==> src/hw/scm_defs.svh <==
// Constants for the system clock and operating-mode controller.
// Assumes APB byte addresses of 12 bits and a 40 MHz register clock.
`ifndef SCM_DEFS_SVH
`define SCM_DEFS_SVH

// Register byte offsets
`define SCM_OFS_CONTROL_REG_ZERO   12'h000
`define SCM_OFS_CONTROL_REG_TWO   12'h004
`define SCM_OFS_STATUS  12'h008
`define SCM_OFS_MODE    12'h00C

// Field positions
`define SCM_SLOW_SEL_BIT 0
`define SCM_PWR_MODE_BIT 1
`define SCM_KEEP_ON_BIT  0
`define SCM_PDF_BIT      0
`define SCM_WTO_BIT      1

// Reset values
`define SCM_CONTROL_REG_ZERO_RST    2'h0
`define SCM_CONTROL_REG_TWO_RST    1'h1

// Dead time between one clock gate closing and the other opening
`define SCM_GAP_CYCLES   3'h2

// Internal fast RC frequency codes
`define SCM_IRC_4MHZ     2'h0
`define SCM_IRC_8MHZ     2'h1
`define SCM_IRC_12MHZ    2'h2

`endif

==> src/hw/scm_pkg.sv <==
// Types of the system clock and operating-mode controller.
// Assumes nothing beyond a SystemVerilog compiler.
`default_nettype none

package scm_pkg;

    typedef enum logic [1:0] {
        MODE_NORMAL = 2'b00,
        MODE_SLOW   = 2'b01,
        MODE_IDLE   = 2'b10,
        MODE_SLEEP  = 2'b11
    } scm_mode_t;

    typedef enum logic [1:0] {
        FAST_XTAL = 2'b00,
        FAST_ERC  = 2'b01,
        FAST_IRC  = 2'b10
    } scm_fast_t;

    typedef enum logic [1:0] {
        WSRC_SLOWRC = 2'b00,
        WSRC_SLOWXT = 2'b01,
        WSRC_SYS    = 2'b10
    } scm_wsrc_t;

    typedef enum logic [1:0] {
        SW_FAST = 2'b00,
        SW_GAP  = 2'b01,
        SW_SLOW = 2'b10,
        SW_OFF  = 2'b11
    } scm_sw_t;

    // Configuration straps, static after reset
    typedef struct packed {
        scm_fast_t  fastSel;
        logic [1:0] ircFreq;
        logic       slowXtalCfg;
        logic       slowRcCfg;
        scm_wsrc_t  wdtSrc;
    } scm_cfg_t;

endpackage : scm_pkg

`default_nettype wire

==> src/hw/scm_clk_switch.sv <==
// Break-before-make gate control for the fast and slow system clocks.
// Assumes wantSlow and stopAll come from flops on the same clock.
`include "scm_defs.svh"
`default_nettype none

module scm_clk_switch (
    input  wire logic clk,
    input  wire logic srst,
    input  wire logic wantSlow,
    input  wire logic stopAll,
    output var  logic fastGate,
    output var  logic slowGate
);

    scm_pkg::scm_sw_t state;
    logic [2:0]       gapCnt;

    // Close the open gate, wait out the gap, then open the other one
    always_ff @(posedge clk) begin
        if (srst) begin
            state    <= scm_pkg::SW_FAST;
            fastGate <= 1'b1;
            slowGate <= 1'b0;
            gapCnt   <= 3'h0;
        end else begin
            case (state)
                scm_pkg::SW_FAST: begin
                    if (stopAll || wantSlow) begin
                        state    <= scm_pkg::SW_GAP;
                        fastGate <= 1'b0;
                        gapCnt   <= 3'h0;
                    end
                end
                scm_pkg::SW_SLOW: begin
                    if (stopAll || !wantSlow) begin
                        state    <= scm_pkg::SW_GAP;
                        slowGate <= 1'b0;
                        gapCnt   <= 3'h0;
                    end
                end
                scm_pkg::SW_OFF: begin
                    if (!stopAll) begin
                        state  <= scm_pkg::SW_GAP;
                        gapCnt <= 3'h0;
                    end
                end
                scm_pkg::SW_GAP: begin
                    gapCnt <= gapCnt + 3'h1;
                    if (gapCnt == `SCM_GAP_CYCLES - 3'h1) begin
                        if (stopAll) begin
                            state <= scm_pkg::SW_OFF;
                        end else if (wantSlow) begin
                            state    <= scm_pkg::SW_SLOW;
                            slowGate <= 1'b1;
                        end else begin
                            state    <= scm_pkg::SW_FAST;
                            fastGate <= 1'b1;
                        end
                    end
                end
                default: begin
                    state    <= scm_pkg::SW_FAST;
                    fastGate <= 1'b1;
                    slowGate <= 1'b0;
                end
            endcase
        end
    end
endmodule : scm_clk_switch

`default_nettype wire

==> src/hw/scm_mode_ctrl.sv <==
// System clock source and operating-mode controller with APB registers.
// Assumes core strobes on clk; wake pin and straps are asynchronous.
`include "scm_defs.svh"
`default_nettype none

module scm_mode_ctrl (
    input  wire logic              clk,
    input  wire logic              srst,
    // APB slave
    input  wire logic              psel,
    input  wire logic              penable,
    input  wire logic              pwrite,
    input  wire logic [11:0]       paddr,
    input  wire logic [31:0]       pwdata,
    output var  logic [31:0]       prdata,
    output var  logic              pready,
    output var  logic              pslverr,
    // Core and watchdog events
    input  wire logic              haltReq,
    input  wire logic              irqWake,
    input  wire logic              wdtTimeout,
    input  wire logic              clrWdtReq,
    input  wire logic              wakePin,
    input  wire scm_pkg::scm_cfg_t cfgPins,
    // Oscillator and clock controls
    output var  logic              fastOscEn,
    output var  logic [1:0]        ircFreqSel,
    output var  logic              sharedPinsGpio,
    output var  logic              slowXtalRun,
    output var  logic              slowXtalLowPower,
    output var  logic              slowRcRun,
    output var  logic              fastClkGate,
    output var  logic              slowClkGate,
    output var  logic              periphSlowClkOk,
    output var  logic              cpuHold,
    output var  logic              wdtRun,
    output var  logic              wdtClear,
    output var  logic              powerDownFlag,
    output var  logic              watchdogExpiredFlag
);

    scm_pkg::scm_cfg_t cfgSync1;
    scm_pkg::scm_cfg_t cfgSync2;
    scm_pkg::scm_cfg_t cfg;
    logic              cfgArmed;
    logic              wakeSync1;
    logic              wakeSync2;

    scm_pkg::scm_mode_t mode;
    scm_pkg::scm_mode_t next_mode;
    scm_pkg::scm_mode_t haltTarget;
    scm_pkg::scm_mode_t runTarget;

    logic slowClockSelect;
    logic slowCrystalPowerMode;
    logic keepSlowCrystalOn;
    logic slowSelEff;
    logic running;
    logic haltEntry;
    logic sleepEntry;
    logic wakeEvt;
    logic apbAccess;
    logic wrEn;
    logic addrOk;
    logic [31:0] rdMux;

    // Two-flop synchronisers; free-running so straps settle during reset
    always_ff @(posedge clk) begin
        cfgSync1  <= cfgPins;
        cfgSync2  <= cfgSync1;
        wakeSync1 <= wakePin;
        wakeSync2 <= wakeSync1;
    end

    // Straps caught once after reset; later pin changes are ignored
    always_ff @(posedge clk) begin
        if (srst) begin
            cfg      <= '0;
            cfgArmed <= 1'b1;
        end else if (cfgArmed) begin
            cfg      <= cfgSync2;
            cfgArmed <= 1'b0;
        end
    end

    // Slow selection needs the strap, otherwise the crystal is absent
    assign slowSelEff = slowClockSelect & cfg.slowXtalCfg;
    assign running    = (mode == scm_pkg::MODE_NORMAL) ||
                        (mode == scm_pkg::MODE_SLOW);
    assign haltEntry  = haltReq & running;
    assign wakeEvt    = wakeSync2 | irqWake | wdtTimeout;

    // Halt target depends on keep-on and the crystal strap, never on the select bit
    always_comb begin
        if (keepSlowCrystalOn && cfg.slowXtalCfg) begin
            haltTarget = scm_pkg::MODE_IDLE;
        end else begin
            haltTarget = scm_pkg::MODE_SLEEP;
        end
        if (slowSelEff) begin
            runTarget = scm_pkg::MODE_SLOW;
        end else begin
            runTarget = scm_pkg::MODE_NORMAL;
        end
    end

    assign sleepEntry = haltEntry && (haltTarget == scm_pkg::MODE_SLEEP);

    // Operating mode transitions
    always_comb begin
        next_mode = mode;
        case (mode)
            scm_pkg::MODE_NORMAL,
            scm_pkg::MODE_SLOW: begin
                if (haltReq) begin
                    next_mode = haltTarget;
                end else begin
                    next_mode = runTarget;
                end
            end
            scm_pkg::MODE_IDLE,
            scm_pkg::MODE_SLEEP: begin
                if (wakeEvt) begin
                    next_mode = runTarget;
                end
            end
            default: begin
                next_mode = scm_pkg::MODE_NORMAL;
            end
        endcase
    end

    always_ff @(posedge clk) begin
        if (srst) begin
            mode <= scm_pkg::MODE_NORMAL;
        end else begin
            mode <= next_mode;
        end
    end

    // Oscillator enables follow the mode being entered; the slow RC enable follows its strap only
    always_ff @(posedge clk) begin
        if (srst) begin
            fastOscEn       <= 1'b1;
            slowXtalRun     <= 1'b0;
            slowRcRun       <= 1'b0;
            periphSlowClkOk <= 1'b0;
            cpuHold         <= 1'b0;
        end else begin
            // Fast oscillator runs only in Normal mode
            fastOscEn   <= (next_mode == scm_pkg::MODE_NORMAL);
            // Slow crystal runs beside any fast source, stops in Sleep
            slowXtalRun <= cfg.slowXtalCfg &&
                           (next_mode != scm_pkg::MODE_SLEEP);
            // Low-power bit deliberately not in this term
            periphSlowClkOk <= cfg.slowXtalCfg &&
                               (next_mode != scm_pkg::MODE_SLEEP);
            slowRcRun   <= cfg.slowRcCfg;
            // Core held at the halt; its memory and ports keep state
            cpuHold     <= (next_mode == scm_pkg::MODE_IDLE) ||
                           (next_mode == scm_pkg::MODE_SLEEP);
        end
    end

    // Fast source selection follows the straps
    always_ff @(posedge clk) begin
        if (srst) begin
            sharedPinsGpio <= 1'b0;
            ircFreqSel     <= `SCM_IRC_4MHZ;
        end else begin
            sharedPinsGpio <= (cfg.fastSel == scm_pkg::FAST_IRC);
            // Unused code falls back to the lowest frequency
            if (cfg.ircFreq == `SCM_IRC_8MHZ ||
                cfg.ircFreq == `SCM_IRC_12MHZ) begin
                ircFreqSel <= cfg.ircFreq;
            end else begin
                ircFreqSel <= `SCM_IRC_4MHZ;
            end
        end
    end

    // Glitch-free gating of the core clock
    scm_clk_switch u_switch (
        .clk      (clk),
        .srst     (srst),
        .wantSlow (mode == scm_pkg::MODE_SLOW),
        .stopAll  (!running),
        .fastGate (fastClkGate),
        .slowGate (slowClkGate)
    );

    // Watchdog clock: system-derived source dies with the core clock
    always_ff @(posedge clk) begin
        if (srst) begin
            wdtRun   <= 1'b1;
            wdtClear <= 1'b0;
        end else begin
            wdtClear <= sleepEntry &&
                        (cfg.wdtSrc == scm_pkg::WSRC_SLOWRC);
            if (next_mode == scm_pkg::MODE_NORMAL ||
                next_mode == scm_pkg::MODE_SLOW) begin
                wdtRun <= 1'b1;
            end else if (cfg.wdtSrc == scm_pkg::WSRC_SLOWRC) begin
                wdtRun <= cfg.slowRcCfg;
            end else if (cfg.wdtSrc == scm_pkg::WSRC_SLOWXT) begin
                wdtRun <= (next_mode == scm_pkg::MODE_IDLE);
            end else begin
                wdtRun <= 1'b0;
            end
        end
    end

    // Status flags; a setting event beats a clear in the same cycle
    always_ff @(posedge clk) begin
        if (srst) begin
            powerDownFlag       <= 1'b0;
            watchdogExpiredFlag <= 1'b0;
        end else begin
            if (haltEntry) begin
                powerDownFlag <= 1'b1;
            end else if (clrWdtReq) begin
                powerDownFlag <= 1'b0;
            end
            if (wdtTimeout) begin
                watchdogExpiredFlag <= 1'b1;
            end else if (sleepEntry) begin
                watchdogExpiredFlag <= 1'b0;
            end
        end
    end

    // APB decode: one wait state, then pready for a single cycle
    assign apbAccess = psel && penable;
    assign wrEn      = apbAccess && pwrite && pready;
    assign addrOk    = (paddr == `SCM_OFS_CONTROL_REG_ZERO)  ||
                       (paddr == `SCM_OFS_CONTROL_REG_TWO)  ||
                       (paddr == `SCM_OFS_STATUS) ||
                       (paddr == `SCM_OFS_MODE);

    // Control registers, written at the completing edge only
    always_ff @(posedge clk) begin
        if (srst) begin
            slowClockSelect      <= 1'(`SCM_CONTROL_REG_ZERO_RST >> `SCM_SLOW_SEL_BIT);
            slowCrystalPowerMode <= 1'b0;
            keepSlowCrystalOn    <= `SCM_CONTROL_REG_TWO_RST;
        end else if (wrEn && paddr == `SCM_OFS_CONTROL_REG_ZERO) begin
            slowClockSelect      <= pwdata[`SCM_SLOW_SEL_BIT];
            slowCrystalPowerMode <= pwdata[`SCM_PWR_MODE_BIT];
        end else if (wrEn && paddr == `SCM_OFS_CONTROL_REG_TWO) begin
            keepSlowCrystalOn    <= pwdata[`SCM_KEEP_ON_BIT];
        end
    end

    // Power-mode bit only trims bias current
    always_ff @(posedge clk) begin
        if (srst) begin
            slowXtalLowPower <= 1'b0;
        end else begin
            slowXtalLowPower <= slowCrystalPowerMode;
        end
    end

    // Read data mux
    always_comb begin
        rdMux = 32'h0000_0000;
        case (paddr)
            `SCM_OFS_CONTROL_REG_ZERO: begin
                rdMux[`SCM_SLOW_SEL_BIT] = slowClockSelect;
                rdMux[`SCM_PWR_MODE_BIT] = slowCrystalPowerMode;
            end
            `SCM_OFS_CONTROL_REG_TWO: begin
                rdMux[`SCM_KEEP_ON_BIT] = keepSlowCrystalOn;
            end
            `SCM_OFS_STATUS: begin
                rdMux[`SCM_PDF_BIT] = powerDownFlag;
                rdMux[`SCM_WTO_BIT] = watchdogExpiredFlag;
            end
            `SCM_OFS_MODE: begin
                rdMux[1:0] = mode;
                rdMux[2]   = fastClkGate;
                rdMux[3]   = slowClkGate;
                rdMux[4]   = slowXtalRun;
            end
            default: begin
                rdMux = 32'h0000_0000;
            end
        endcase
    end

    // Answer flops; reads sample data one edge before completion
    always_ff @(posedge clk) begin
        if (srst) begin
            pready  <= 1'b0;
            prdata  <= 32'h0000_0000;
            pslverr <= 1'b0;
        end else begin
            pready  <= apbAccess && !pready;
            pslverr <= apbAccess && !pready && !addrOk;
            if (apbAccess && !pready) begin
                prdata <= rdMux;
            end
        end
    end
endmodule : scm_mode_ctrl

`default_nettype wire

==> config.mk <==
export PLATFORM = sky130hd
export DESIGN_NAME = scm_mode_ctrl
export DESIGN_NICKNAME = d
export VERILOG_FILES = /design/src/hw/scm_pkg.sv /design/src/hw/scm_clk_switch.sv /design/src/hw/scm_mode_ctrl.sv
export VERILOG_INCLUDE_DIRS = /design/src /design/src/hw
export SDC_FILE = /design/constraint.sdc
export NUM_CORES = 1
export LEC_CHECK = 0
export BUFFER_PORTS_ARGS = -buffer_cell sky130_fd_sc_hd__buf_2
export CORE_MARGIN = 2
export CORE_UTILIZATION = 33
export DETAILED_ROUTE_END_ITERATION = 7
export PLACE_DENSITY = 0.6
export SYNTH_ARGS = -nofsm -noshare
export SYNTH_HDL_FRONTEND = slang
export SYNTH_SLANG_ARGS = --single-unit
==> constraint.sdc <==
create_clock -name clk -period 3.35 [get_ports clk]
set_input_delay 0.335 -clock clk [delete_from_list [all_inputs] [get_ports clk]]
set_output_delay 0.335 -clock clk [all_outputs]
set_load 0.01 [all_outputs]
==> impl_metrics.json <==
{
  "synthArstFlopShare": 0,
  "path_cells": "or4b_4 > o22ai_2 > a31oi_2 > and2_1",
  "antenna_found_initial": 0,
  "place_congestion": 0.741,
  "via_count": 1559,
  "crit_path_top_delay_cell": "or4b_4",
  "areaGrowthSynthToFinish_pct": 18.1,
  "final_area_um2": 2630,
  "drt_iter0_markers": 102,
  "hold_class": "input pin to register",
  "dp.cells": 334,
  "hpwl_um": 2840,
  "vdd_drop_max_uv": 315,
  "wl_um": 4040,
  "clkTransAtPathRegs_ps": 70,
  "worstPathMaxFanout": 11,
  "synth-seq-cells": 58,
  "arrival_ps": 1880,
  "ioPinCount": 111,
  "layout_commonest_cell": "dfxtp_1",
  "mappedNetlistArea_um2": 2220,
  "via_per_inst": 4.45,
  "cts.sinks": 58,
  "htreeDepth": 3,
  "dr.pass1.iters": 4,
  "instances_no_fill": 350,
  "grt_max_degree": 32,
  "cts_resized": 0,
  "slew_headroom": 0.600,
  "root_buffer": "clkbuf_8",
  "drc": 0,
  "cts_buffer_depth": 2,
  "cpLargestDelayFamily": "simple AND/OR/NAND/NOR gates",
  "drive_gt1_frac": 0.293,
  "worst_pin_slew_ps": 599,
  "worst_skew_pair.late_latency_ps": 330,
  "layout_common_cells": "dfxtp_1 (58), buf_2 (53), conb_1 (27)",
  "tns_ps": 0,
  "tritoncts": "done",
  "synth_fa_ha_area_frac": 0.0113,
  "numCtsBuffers": 9,
  "dpl_cell_area_um2": 2420,
  "cp-end-kind": "register",
  "drv_slew": 0,
  "worst-setup-path-type": "register to register",
  "synth-main-ff-cell": "dfxtp_1",
  "synth_top_family_by_area": "simple AND/OR/NAND/NOR gates",
  "core_um2": 6420,
  "synth_edf_count": 0,
  "synth-seq-area-share": 0.522,
  "wl_per_cell_um": 11.6,
  "synthSimpleGateAreaFrac": 0.167,
  "grt-ovfl-total": 0,
  "nets": 332,
  "yosys_warnings": 0,
  "synth_compound_area_frac": 0.107,
  "core.rowCount": 29,
  "grt_pass1_vias": 1359,
  "die_y_um": 86.1,
  "start_kind": "register",
  "hold_violations": 0,
  "fmax_mhz": 604,
  "synth-xor-area-share": 0.00788,
  "die_w_um": 86.1,
  "diodes": 0,
  "cts_hold_buffers": 0,
  "synth_cells": 214,
  "port_buffers": 53,
  "setup_viol": 0,
  "initial_utilization": 0.346,
  "antenna_left": 0,
  "skew_ps": 5.46,
  "die_area_um2": 7410,
  "grt_first_pass_wirelength_um": 6330,
  "path_buf_inv": 0,
  "layout_worst_path_cycle_share": 0.494,
  "max_stage_delay_ps": 580,
  "max_cap_viol_count": 0,
  "outcome": "complete, no violations",
  "track_usage": 0.113,
  "power_per_cell_area_nw_per_um2": 572,
  "fin_util": 0.409,
  "crit_required_ps": 3580,
  "p_leak_nw": 1.18,
  "rsz0062_at_grt": "no",
  "synthMuxAreaShare": 0.0557,
  "synthDistinctLibCells": 49,
  "syn_area_per_cell_um2": 10.4,
  "min_period_ps": 1650,
  "postCtsSetupBuffers": 0
}
flip-flops by register name, indices dropped and copies added, names as in the netlist, 2 cells and up:
register         count
cfgSync2             8
prdata               5
cfg                  8
mode                 2
u_switch.state       2
ircFreqSel           2
u_switch.gapCnt      3
cfgSync1             8
metal layers:
| layer | wire length (um) | GRT usage | vias to the layer above |
|---|---|---|---|
| met5 | 0 | 0 | - |
| met4 | 29 | 0.0433 | 0 |
| li1 | - | - | 786 |
| met3 | 439 | 0.0654 | 5 |
| met1 | 1800 | 0.132 | 689 |
| met2 | 1770 | 0.171 | 79 |
stage by stage:
| stage | hold slack, ps | setup slack [ps] | total power [mW] |
|---|---|---|---|
| global placement | 311 | 1630 | 0.875 |
| global route | 68.1 | 1600 | 1.57 |
| CTS | 70.7 | 1710 | 1.52 |
| finish | 95.0 | 1700 | 1.50 |
| floorplan | 310 | 1930 | 0.858 |
| detailed placement | 312 | 1630 | 0.877 |
cells in the mapped netlist (2+ instances only):
cell      instances  share of area
a21oi_1          11          0.025
a22o_1            3          0.012
buf_4            28          0.095
clkbuf_1          5         0.0084
dfxtp_1          58           0.52
ha_1              2          0.011
inv_1             6          0.010
mux2i_1           9          0.041
nand2_1          10          0.017
nand2b_1          3         0.0084
nand3_1           3         0.0068
nand4_1           3         0.0084
nor2_1           22          0.037
nor2b_1           5          0.014
nor3b_1           6          0.020
nor4_2            2          0.011
o21ai_0           5          0.011
o21ai_1           2         0.0045
worst paths after layout:
check	to	cells past startpoint	slack, ps	start
worst min register to register	wakeSync2	0	330	wakeSync1
worst max register to register	mode[0]	4	1700	mode[1]
worst min-delay path	cfgSync1[4]	1	100	cfgPins[4]
worst max-delay path	mode[0]	4	1700	mode[1]
cell families after synthesis:
family	count (synthesis)
other	1
muxes	11
and+or+nand+nor	65
buffers and inverters	42
adders and majority gates	2
DFF	58
xor gates and xnor gates	2
AOI/OAI and AO/OA	33
report_power, final:
part	internal (mW)	switching (mW)	leakage, nW	total [mW]
logic	0.0506	0.0647	0.607	0.115
registers	0.722	0.0238	0.480	0.746
clock network	0.347	0.293	0.0921	0.640
total	1.12	0.381	1.18	1.50
area by class of cell:
cell class | count | area, um^2
clock buffer | 9 | 124
sequential | 58 | 1160
clock inverter | 7 | 78.8
inverter | 6 | 22.5
multi-input combinational | 140 | 878
timing repair buffer | 53 | 265
tap | 77 | 96.3
fill | 632 | 3800
No activity file was read; power rests on OpenSTA's default activity.
